### src/rtl/ipmc_defines.svh
`ifndef IPMC_DEFINES_SVH
`define IPMC_DEFINES_SVH

// special function register addresses
`define IPMC_ADDR_IEP      8'ha8
`define IPMC_ADDR_ILP      8'hb8
`define IPMC_ADDR_IECT     8'he8
`define IPMC_ADDR_ILCT     8'hf8
`define IPMC_ADDR_PWR      8'h87

// reset values
`define IPMC_RST_BYTE      8'h00

// primary enable / level bit positions
`define IPMC_BIT_GLOBAL    7
`define IPMC_BIT_ADC       6
`define IPMC_BIT_UART      4
`define IPMC_BIT_TIMER1    3
`define IPMC_BIT_EXT1      2
`define IPMC_BIT_TIMER0    1
`define IPMC_BIT_EXT0      0

// writable masks: reserved bits read zero
`define IPMC_IEP_MASK      8'hdf
`define IPMC_ILP_MASK      8'h5f
`define IPMC_PWR_MASK      8'hbf

// power control bit positions
`define IPMC_BIT_GF1       3
`define IPMC_BIT_GF0       2
`define IPMC_BIT_PD        1
`define IPMC_BIT_IDL       0

// source count, index width and the no-source code
`define IPMC_NSRC          14
`define IPMC_SRC_W         4
`define IPMC_NONE          4'hf

`endif

### src/rtl/ipmc_pkg.sv
`include "ipmc_defines.svh"
package ipmc_pkg;
	typedef enum logic [1:0] {
		IPMC_RUN   = 2'b00,
		IPMC_IDLE  = 2'b01,
		IPMC_PDOWN = 2'b10
	} ipmc_mode_t;
	typedef logic [`IPMC_NSRC-1:0] ipmc_vec_t;
endpackage : ipmc_pkg

### src/rtl/ipmc_ctrl.sv
`timescale 1ns/1ns
`default_nettype none
`include "ipmc_defines.svh"

// Functional notes
// - global enable zero blocks all interrupts; one accepts individually enabled sources.
// - primary enable register holds adc, uart, timer1, ext1, timer0, ext0 enables.
// - capture-timer enable register holds overflow, compare 2..0, capture 3..0 enables.
// - enable bit zero disables its source, one enables it.
// - primary level register holds adc, uart, timer1, ext1, timer0, ext0 levels.
// - capture-timer level register holds overflow, compare and capture levels.
// - level bit zero means low priority, one means high.
// - idle halts the cpu; interrupt, serial and timer logic keep running.
// - idle entry stops capture timer, resets both pulse outputs high, aborts adc.
// - timers, watchdog, serial port, external interrupts stay active in idle.
// - powerdown request settable only while watchdog enable pin is high.
// - idle starts right after the write that sets the idle request.
// - idle leaves cpu registers and ram untouched.
// - any enabled interrupt clears idle request, waking the cpu.
// - two general flags written with the idle write, readable afterwards.
// - idle also ends on watchdog or hardware reset held two machine cycles.
// - powerdown stops the oscillator; only ram content is guaranteed kept.
// - powerdown exits only by hardware reset, held until oscillator stable.
// - ale and program store enable 1 in idle, 0 in powerdown; port 0 floats when running from external memory.
// - powerdown from external memory restores port 2 latch data to pins.
// - powerdown wins when both requests are written together.
// - high level beats low; low routine preempted only by high; high never.
// - same-level ties served in fixed order ext0, adc, timer0 ... overflow.
module ipmc_ctrl (
	input  wire logic                  clk_i,
	input  wire logic                  resetn_i,
	input  wire logic [7:0]            sfr_addr_i,
	input  wire logic [7:0]            sfr_wdata_i,
	input  wire logic                  sfr_wr_i,
	output logic      [7:0]            sfr_rdata_o,
	output logic                       sfr_hit_o,
	input  wire logic                  ext0_req_i,
	input  wire logic                  timer0_req_i,
	input  wire logic                  ext1_req_i,
	input  wire logic                  timer1_req_i,
	input  wire logic                  uart_req_i,
	input  wire logic                  adc_req_i,
	input  wire logic [3:0]            capture_req_i,
	input  wire logic [2:0]            compare_req_i,
	input  wire logic                  cap_timer_overflow_req_i,
	input  wire logic                  watchdog_enable_pin_n_i,
	input  wire logic                  ext_mem_i,
	input  wire logic                  irq_ack_i,
	input  wire logic                  return_from_interrupt_i,
	output logic                       irq_req_o,
	output logic      [3:0]            irq_src_o,
	output logic                       cpu_halt_o,
	output logic                       osc_stop_o,
	output logic                       periph_idle_reset_o,
	output logic                       pwm_force_high_o,
	output logic                       adc_abort_o,
	output logic                       ale_force_o,
	output logic                       ale_force_val_o,
	output logic                       program_store_enable_force_o,
	output logic                       program_store_enable_val_o,
	output logic                       port0_float_o,
	output logic                       port2_restore_o,
	output logic      [1:0]            active_level_o
);

	logic [7:0]          iep_q, iep_d;
	logic [7:0]          ilp_q, ilp_d;
	logic [7:0]          iect_q, iect_d;
	logic [7:0]          ilct_q, ilct_d;
	logic [7:0]          pwr_q, pwr_d;
	ipmc_pkg::ipmc_mode_t mode_q, mode_d;
	logic [1:0]          inserv_q, inserv_d;
	logic [3:0]          src_q, src_d;
	logic                req_q, req_d;

	// address decode
	wire wr_iep  = sfr_wr_i && (sfr_addr_i == `IPMC_ADDR_IEP);
	wire wr_ilp  = sfr_wr_i && (sfr_addr_i == `IPMC_ADDR_ILP);
	wire wr_iect = sfr_wr_i && (sfr_addr_i == `IPMC_ADDR_IECT);
	wire wr_ilct = sfr_wr_i && (sfr_addr_i == `IPMC_ADDR_ILCT);
	wire wr_pwr  = sfr_wr_i && (sfr_addr_i == `IPMC_ADDR_PWR);

	assign sfr_hit_o = (sfr_addr_i == `IPMC_ADDR_IEP) || (sfr_addr_i == `IPMC_ADDR_ILP) ||
			(sfr_addr_i == `IPMC_ADDR_IECT) || (sfr_addr_i == `IPMC_ADDR_ILCT) ||
			(sfr_addr_i == `IPMC_ADDR_PWR);
	assign sfr_rdata_o = (sfr_addr_i == `IPMC_ADDR_IEP)  ? iep_q  :
			(sfr_addr_i == `IPMC_ADDR_ILP)  ? ilp_q  :
			(sfr_addr_i == `IPMC_ADDR_IECT) ? iect_q :
			(sfr_addr_i == `IPMC_ADDR_ILCT) ? ilct_q :
			(sfr_addr_i == `IPMC_ADDR_PWR)  ? pwr_q  : `IPMC_RST_BYTE;

	// sources arranged in tie-break order, index 0 served first
	wire [`IPMC_NSRC-1:0] raw_vec = {cap_timer_overflow_req_i, capture_req_i[3], uart_req_i,
			compare_req_i[2], capture_req_i[2], timer1_req_i, compare_req_i[1], capture_req_i[1],
			ext1_req_i, compare_req_i[0], capture_req_i[0], timer0_req_i, adc_req_i,
			ext0_req_i};
	wire [`IPMC_NSRC-1:0] en_vec = {iect_q[7], iect_q[3], iep_q[`IPMC_BIT_UART], iect_q[6],
			iect_q[2], iep_q[`IPMC_BIT_TIMER1], iect_q[5], iect_q[1], iep_q[`IPMC_BIT_EXT1],
			iect_q[4], iect_q[0], iep_q[`IPMC_BIT_TIMER0], iep_q[`IPMC_BIT_ADC],
			iep_q[`IPMC_BIT_EXT0]};
	wire [`IPMC_NSRC-1:0] lvl_vec = {ilct_q[7], ilct_q[3], ilp_q[`IPMC_BIT_UART], ilct_q[6],
			ilct_q[2], ilp_q[`IPMC_BIT_TIMER1], ilct_q[5], ilct_q[1], ilp_q[`IPMC_BIT_EXT1],
			ilct_q[4], ilct_q[0], ilp_q[`IPMC_BIT_TIMER0], ilp_q[`IPMC_BIT_ADC],
			ilp_q[`IPMC_BIT_EXT0]};

	ipmc_pkg::ipmc_vec_t pend;
	assign pend = raw_vec & en_vec & {`IPMC_NSRC{iep_q[`IPMC_BIT_GLOBAL]}};
	wire [`IPMC_NSRC-1:0] pend_hi = pend & lvl_vec;
	wire [`IPMC_NSRC-1:0] pend_lo = pend & ~lvl_vec;

	// fixed-order pick: lowest index wins, generated as a chain
	logic [3:0] hi_idx [`IPMC_NSRC:0];
	logic [3:0] lo_idx [`IPMC_NSRC:0];
	assign hi_idx[`IPMC_NSRC] = `IPMC_NONE;
	assign lo_idx[`IPMC_NSRC] = `IPMC_NONE;
	genvar g;
	generate
		// ascending index keeps the genvar non-negative; the chain still resolves from the top down
		for (g = 0; g < `IPMC_NSRC; g = g + 1) begin : g_pick
			assign hi_idx[g] = pend_hi[g] ? 4'(g) : hi_idx[g+1];
			assign lo_idx[g] = pend_lo[g] ? 4'(g) : lo_idx[g+1];
		end
	endgenerate

	wire hi_any = |pend_hi;
	wire lo_any = |pend_lo;
	// high routines are never preempted; low only by high
	wire can_hi = !inserv_q[1];
	wire can_lo = (inserv_q == 2'b00);
	wire take_hi = hi_any && can_hi;
	wire take_lo = !take_hi && lo_any && can_lo;

	// the cpu acknowledges only while running; idle wake needs any enabled request
	wire wake = (mode_q == ipmc_pkg::IPMC_IDLE) && (|pend);

	always_comb begin
		req_d = req_q;
		src_d = src_q;
		if (irq_ack_i && req_q) begin
			req_d = 1'b0;
		end else if (!req_q && mode_q != ipmc_pkg::IPMC_PDOWN) begin
			if (take_hi) begin
				req_d = 1'b1;
				src_d = hi_idx[0];
			end else if (take_lo) begin
				req_d = 1'b1;
				src_d = lo_idx[0];
			end
		end
	end

	// in-service stack: bit1 high level active, bit0 low level active
	always_comb begin
		inserv_d = inserv_q;
		if (irq_ack_i && req_q) begin
			if (lvl_vec[src_q]) begin
				inserv_d[1] = 1'b1;
			end else begin
				inserv_d[0] = 1'b1;
			end
		end else if (return_from_interrupt_i) begin
			if (inserv_q[1]) begin
				inserv_d[1] = 1'b0;
			end else begin
				inserv_d[0] = 1'b0;
			end
		end
	end

	// power-down may be set only with the watchdog disabled (pin high)
	wire pd_ok  = watchdog_enable_pin_n_i;
	wire set_pd = wr_pwr && sfr_wdata_i[`IPMC_BIT_PD] && pd_ok;
	wire set_id = wr_pwr && sfr_wdata_i[`IPMC_BIT_IDL] && !set_pd;

	always_comb begin
		pwr_d = pwr_q;
		if (wr_pwr) begin
			// general flags ride along with the idle write
			pwr_d = sfr_wdata_i & `IPMC_PWR_MASK;
			pwr_d[`IPMC_BIT_PD] = set_pd;
			pwr_d[`IPMC_BIT_IDL] = set_id;
		end
		if (wake) begin
			pwr_d[`IPMC_BIT_IDL] = 1'b0;
		end
	end

	always_comb begin
		mode_d = mode_q;
		case (mode_q)
			ipmc_pkg::IPMC_RUN: begin
				if (set_pd) begin
					mode_d = ipmc_pkg::IPMC_PDOWN;
				end else if (set_id) begin
					mode_d = ipmc_pkg::IPMC_IDLE;
				end
			end
			ipmc_pkg::IPMC_IDLE: begin
				if (wake) begin
					mode_d = ipmc_pkg::IPMC_RUN;
				end
			end
			// only reset leaves power-down
			ipmc_pkg::IPMC_PDOWN: mode_d = ipmc_pkg::IPMC_PDOWN;
			default: mode_d = ipmc_pkg::IPMC_RUN;
		endcase
	end

	assign iep_d  = wr_iep  ? (sfr_wdata_i & `IPMC_IEP_MASK) : iep_q;
	assign ilp_d  = wr_ilp  ? (sfr_wdata_i & `IPMC_ILP_MASK) : ilp_q;
	assign iect_d = wr_iect ? sfr_wdata_i : iect_q;
	assign ilct_d = wr_ilct ? sfr_wdata_i : ilct_q;

	// hardware and watchdog reset both arrive on resetn_i; the two-cycle hold is the source's duty
	always_ff @(posedge clk_i) begin
		if (!resetn_i) begin
			iep_q    <= `IPMC_RST_BYTE;
			ilp_q    <= `IPMC_RST_BYTE;
			iect_q   <= `IPMC_RST_BYTE;
			ilct_q   <= `IPMC_RST_BYTE;
			pwr_q    <= `IPMC_RST_BYTE;
			mode_q   <= ipmc_pkg::IPMC_RUN;
			inserv_q <= 2'b00;
			src_q    <= `IPMC_NONE;
			req_q    <= 1'b0;
		end else begin
			iep_q    <= iep_d;
			ilp_q    <= ilp_d;
			iect_q   <= iect_d;
			ilct_q   <= ilct_d;
			pwr_q    <= pwr_d;
			mode_q   <= mode_d;
			inserv_q <= inserv_d;
			src_q    <= src_d;
			req_q    <= req_d;
		end
	end

	wire in_idle = (mode_q == ipmc_pkg::IPMC_IDLE);
	wire in_pd   = (mode_q == ipmc_pkg::IPMC_PDOWN);

	assign irq_req_o = req_q;
	assign irq_src_o = src_q;
	// cpu state is held by halting its clock, so nothing is lost in idle
	assign cpu_halt_o = in_idle || in_pd;
	assign osc_stop_o = in_pd;
	assign periph_idle_reset_o = in_idle;
	assign pwm_force_high_o = in_idle || in_pd;
	assign adc_abort_o = in_idle;
	assign ale_force_o = in_idle || in_pd;
	assign ale_force_val_o = in_idle;
	assign program_store_enable_force_o = in_idle || in_pd;
	assign program_store_enable_val_o = in_idle;
	assign port0_float_o = (in_idle || in_pd) && ext_mem_i;
	assign port2_restore_o = in_pd && ext_mem_i;
	assign active_level_o = inserv_q;

endmodule : ipmc_ctrl
`default_nettype wire

### config.mk
export PLATFORM = sky130hd
export DESIGN_NAME = ipmc_ctrl
export DESIGN_NICKNAME = d
export VERILOG_FILES = /design/src/rtl/ipmc_pkg.sv /design/src/rtl/ipmc_ctrl.sv
export VERILOG_INCLUDE_DIRS = /design/src /design/src/rtl
export SDC_FILE = /design/constraint.sdc
export NUM_CORES = 1
export LEC_CHECK = 0
export BUFFER_PORTS_ARGS = -buffer_cell sky130_fd_sc_hd__buf_2
export CORE_UTILIZATION = 53
export DETAILED_ROUTE_END_ITERATION = 10
export PLACE_DENSITY_LB_ADDON = 0.3
export REMOVE_ABC_BUFFERS = 1
export SLEW_MARGIN = 25
export SYNTH_ARGS = -nofsm -noshare
export SYNTH_HDL_FRONTEND = slang
export SYNTH_SLANG_ARGS = --single-unit
export TNS_END_PERCENT = 1
### constraint.sdc
create_clock -name clk_i -period 2 [get_ports clk_i]
set_input_delay 0.1 -clock clk_i [delete_from_list [all_inputs] [get_ports clk_i]]
set_output_delay 0.1 -clock clk_i [all_outputs]
set_load 0.05 [all_outputs]
==> summary.md <==
| Metric | Value |
|---|---|
| DIE HEIGHT | 77.7 um |
| DR WL/cell | 19.3 um |
| Grt total ovfl | 0 |
| Synth area leader | dfxtp_1 |
| Hold_ws | about 49 ps |
| Clock latency on the worst-skew pair | slightly below 300 ps |
| Sequential area share after synthesis | 29.7% |
| Max-slew violations | 0 |
| IO Pins | 64 |
| Synth Area in XOR/XNOR | 0% |
| Initial antenna violation count | 0 |
| MaxCap Viol Count | 0 |
| Slowest-stage cell, CP | dfxtp_4 |
| HP Class | input port to flip-flop |
| Final worst path period need | between 1500 and 2000 ps |
| Clock Path Buffers | 2 |
| Hold path start | resetn_i |
| Number of cells on the worst reg-to-reg path | 8 |
| Place WS | 126 ps |
| TritonCTS Buffers | 5 |
| Number of global-route vias before repair | 3,025 |
| Critical path peak fanout | 7 |
| Critical Path Start Type | flip-flop |
| Slowest stage delay, CP | ~400 ps |
| Post-synth top area share | 29.7% |
| Diodes inserted | 0 |
| Sink Count | 45 |
| Static Leak | approximately 1.7 nW |
| Routed Antenna Nets | 0 |
| Commonest non-fill, non-tap cell in the layout | buf_2 |
| Post-synthesis area per instance | 8.34 um2 |
| Power Internal | 1.21 mW |
| PwrDens | about 430 nW/um2 |
| Commonest non-fill, non-tap cells in the layout | buf_2 (63), dfxtp_1 (44), nand2_1 (40), nor2_1 (37) |
| Final period util | 99.3% |
| Detailed-route via count | around 3.4k |
| Port Buf Inserts | 63 |
| Peak VDD IR | ~310 uV |
| First-pass GRT wire length | 15.1 mm |
| Synth Area in Compound Gates | roughly 21% |
| Unrepaired setup endpoints after global routing | yes |
| Post-DP HPWL | 7.15 mm |
| Die ar. | between 6000 and 7000 um2 |
| GR Util All Layers | about 32% |
| Area delta synth->final | 24.8% |
| DR pass1 iterations | 6 |
| Clk Tree Root Cell | clkbuf_8 |
| Synth async-reset ratio | 0% |
| Initial DRC Count | about 440 |
| Switching pwr | 0.432 mW |
| Hold Path End | irq_src_o[1] |
| Net Sw Frac | between 20% and 30% |
| Hold Path Stages | 2 |
| Vias/cell | 6.59 |
| Met2 usage | approximately 51% |
| Reg2reg end | irq_src_o[0] |
| Prevailing post-synth register cell | dfxtp_1 |
| Synth Cell Area | 3030 um2 |
| FMAX | 0.504 GHz |
| Syn. warnings | 0 |
| Worst slew pin tran | 463 ps |
| Busiest layer in global routing | met2 |
| Core area | 5510 um2 |
| Flop pwr share | a little over half |
| H-Tree Depth | 2 |
| Status | completed |
| Final hold violations | 0 |
| Comb pwr share | 12.6% |
| RD Place Congestion | 1.13 |
| Clk slew on worst S/H paths | 80 ps |
| Mux share of post-synthesis cell area | 10.6% |
| Post-Synth Simple-Gate Area | 31.5% |
| Reg2Reg Setup Slack | 10 ps |
| CP most frequent cell | o21a_1 |
| WL final | 10.0 mm |
| GR met1 Demand/Resource | about two fifths |
| CTS tree | done |
| Nets@finish | 486 |
| Reg2reg start | iep_q[7] |
| Ranking of synthesized cells by area | dfxtp_1 (30%), mux2i_1 (7.3%), a21oi_1 (5.1%), nand2_1 (4.9%), nor2_1 (4.7%) |
| Post-synthesis adder-cell area fraction | 1.24% |
| Worst slew margin | 69.0% |
| Starting Density | 55.1% |
| Share of layout cells above drive strength 1 | 31.1% |
| Critical Path RT | 2180 ps |
| Syn Inst Count | 364 |
| Endpoints failing setup | 0 |
| Pin count of the biggest net entering global routing | 37 |
| Remaining DRCs | 0 |
| Crit end category | flip-flop |
| Cell Rows | 27 |
| Final Skew | ~4.9 ps |
| Worst Path Arrival | around 2200 ps |
| Met3 Usage GRT | 7.76% |
| Cell Chain, Critical Path | buf_12, buf_6, nand4b_1, o21a_1, nor4b_4, a211oi_4, o21a_1, a31oi_1 |
| Unique masters post-synth | 61 |
| Post-synth EDFFs | 0 |
| Die Wd | 77.7 um |
| Clock power share | 32.5% |
| Largest family of logic cells by synthesized area | simple AND/OR/NAND/NOR gates |
| Crit Path Class | flip-flop to flip-flop |
| FF+latch count, synth | 45 |
| Setup slack after layout | 15.0 ps |
Yosys cell counts (all sizes together), types with 2 or more instances:
master  instances
a31oi           8
or3             3
and2            4
nor4b           2
a311oi          2
a22oi           2
mux4            4
o211ai          2
o21ai          16
a21oi          31
nand2          41
o41ai           2
nor4            5
and3            3
mux2i          22
o221a           2
o21a            4
a32oi           2
a211oi          8
nor2b           2
nand3          21
inv            11
nand3b          2
nand4b          9
nor2           38
ha              3
nand2b          4
nor3            3
nand4          20
o31ai           2
a21o            4
buf            14
clkbuf          9
and4b           2
dfxtp          45
worst max path at each step:
stage,startpoint,endpoint,slack [ps],cells past startpoint
after CTS,iep_q[7],irq_src_o[0],100,7
after detailed placement,iep_q[7],irq_src_o[2],130,8
after floorplan,iep_q[7],sfr_rdata_o[7],-880,2
final,iep_q[7],irq_src_o[0],10,8
after global placement,iep_q[7],irq_src_o[3],180,8
after global routing,iep_q[7],irq_src_o[1],-120,7
critical path: cells and delay by family, from the launching register on:
kind	cells	cell delay [ps]
AO/OA/AOI/OAI	4	870
flip-flops	1	400
AND/OR/NAND/NOR	2	330
buffers and inverters	2	260
stage by stage:
step                      power [mW]  area, um2  utilization [%]  setup TNS, ps  cells
after global routing            1.71       3790             68.8           -398    519
after global placement          1.12       3480             63.3              0    497
after floorplan                 1.01       2910                -          -4310    341
after detailed placement        1.12       3480             63.3              0    497
after CTS                       1.65       3560             64.7              0    505
final                           1.64       3790             68.8              0    519
what timing repair did:
item                       in CTS  in global routing
setup endpoints to repair       0                  4
hold endpoints to repair        0                  0
gates resized for setup         0                 16
hold buffers                    0                  0
setup buffers                   0                 12
cells by family after synthesis:
logic type | after synthesis
and+or+nand+nor | 162
AOI/OAI and AO/OA | 93
DFF | 45
buffers and inverters | 34
muxes | 27
adders and majority gates | 3
flip-flops by register name, summed over array words and instances, names as in the netlist:
| name | count |
|---|---|
| iect_q | 8 |
| ilct_q | 8 |
| iep_q | 7 |
| pwr_q | 7 |
| ilp_q | 6 |
| irq_src_o | 4 |
| active_level_o | 2 |
| mode_q | 2 |
| irq_req_o | 1 |
layout make-up:
type	instances	area (um2)
sequential	45	905
tap	72	90.1
multi-input combinational	285	2040
timing repair buffer	98	629
clock buffer	8	80.1
fill	448	1720
inverter	11	41.3
metal layers:
metal | wire length, um | vias up
li1 | - | 1536
met1 | 4010 | 1583
met2 | 4570 | 248
met3 | 1000 | 54
met4 | 447 | 0
met5 | 0 | -
power by group through the flow:
stage,sequential [mW],combinational (mW),clock [mW]
6_report,0.900,0.206,0.533
3_5_place_dp,0.922,0.199,0
4_1_cts,0.901,0.200,0.547
3_3_place_gp,0.922,0.197,0
2_1_floorplan,0.921,0.0928,0
5_1_grt,0.900,0.217,0.590
No activity file was read; power rests on OpenSTA's default activity.
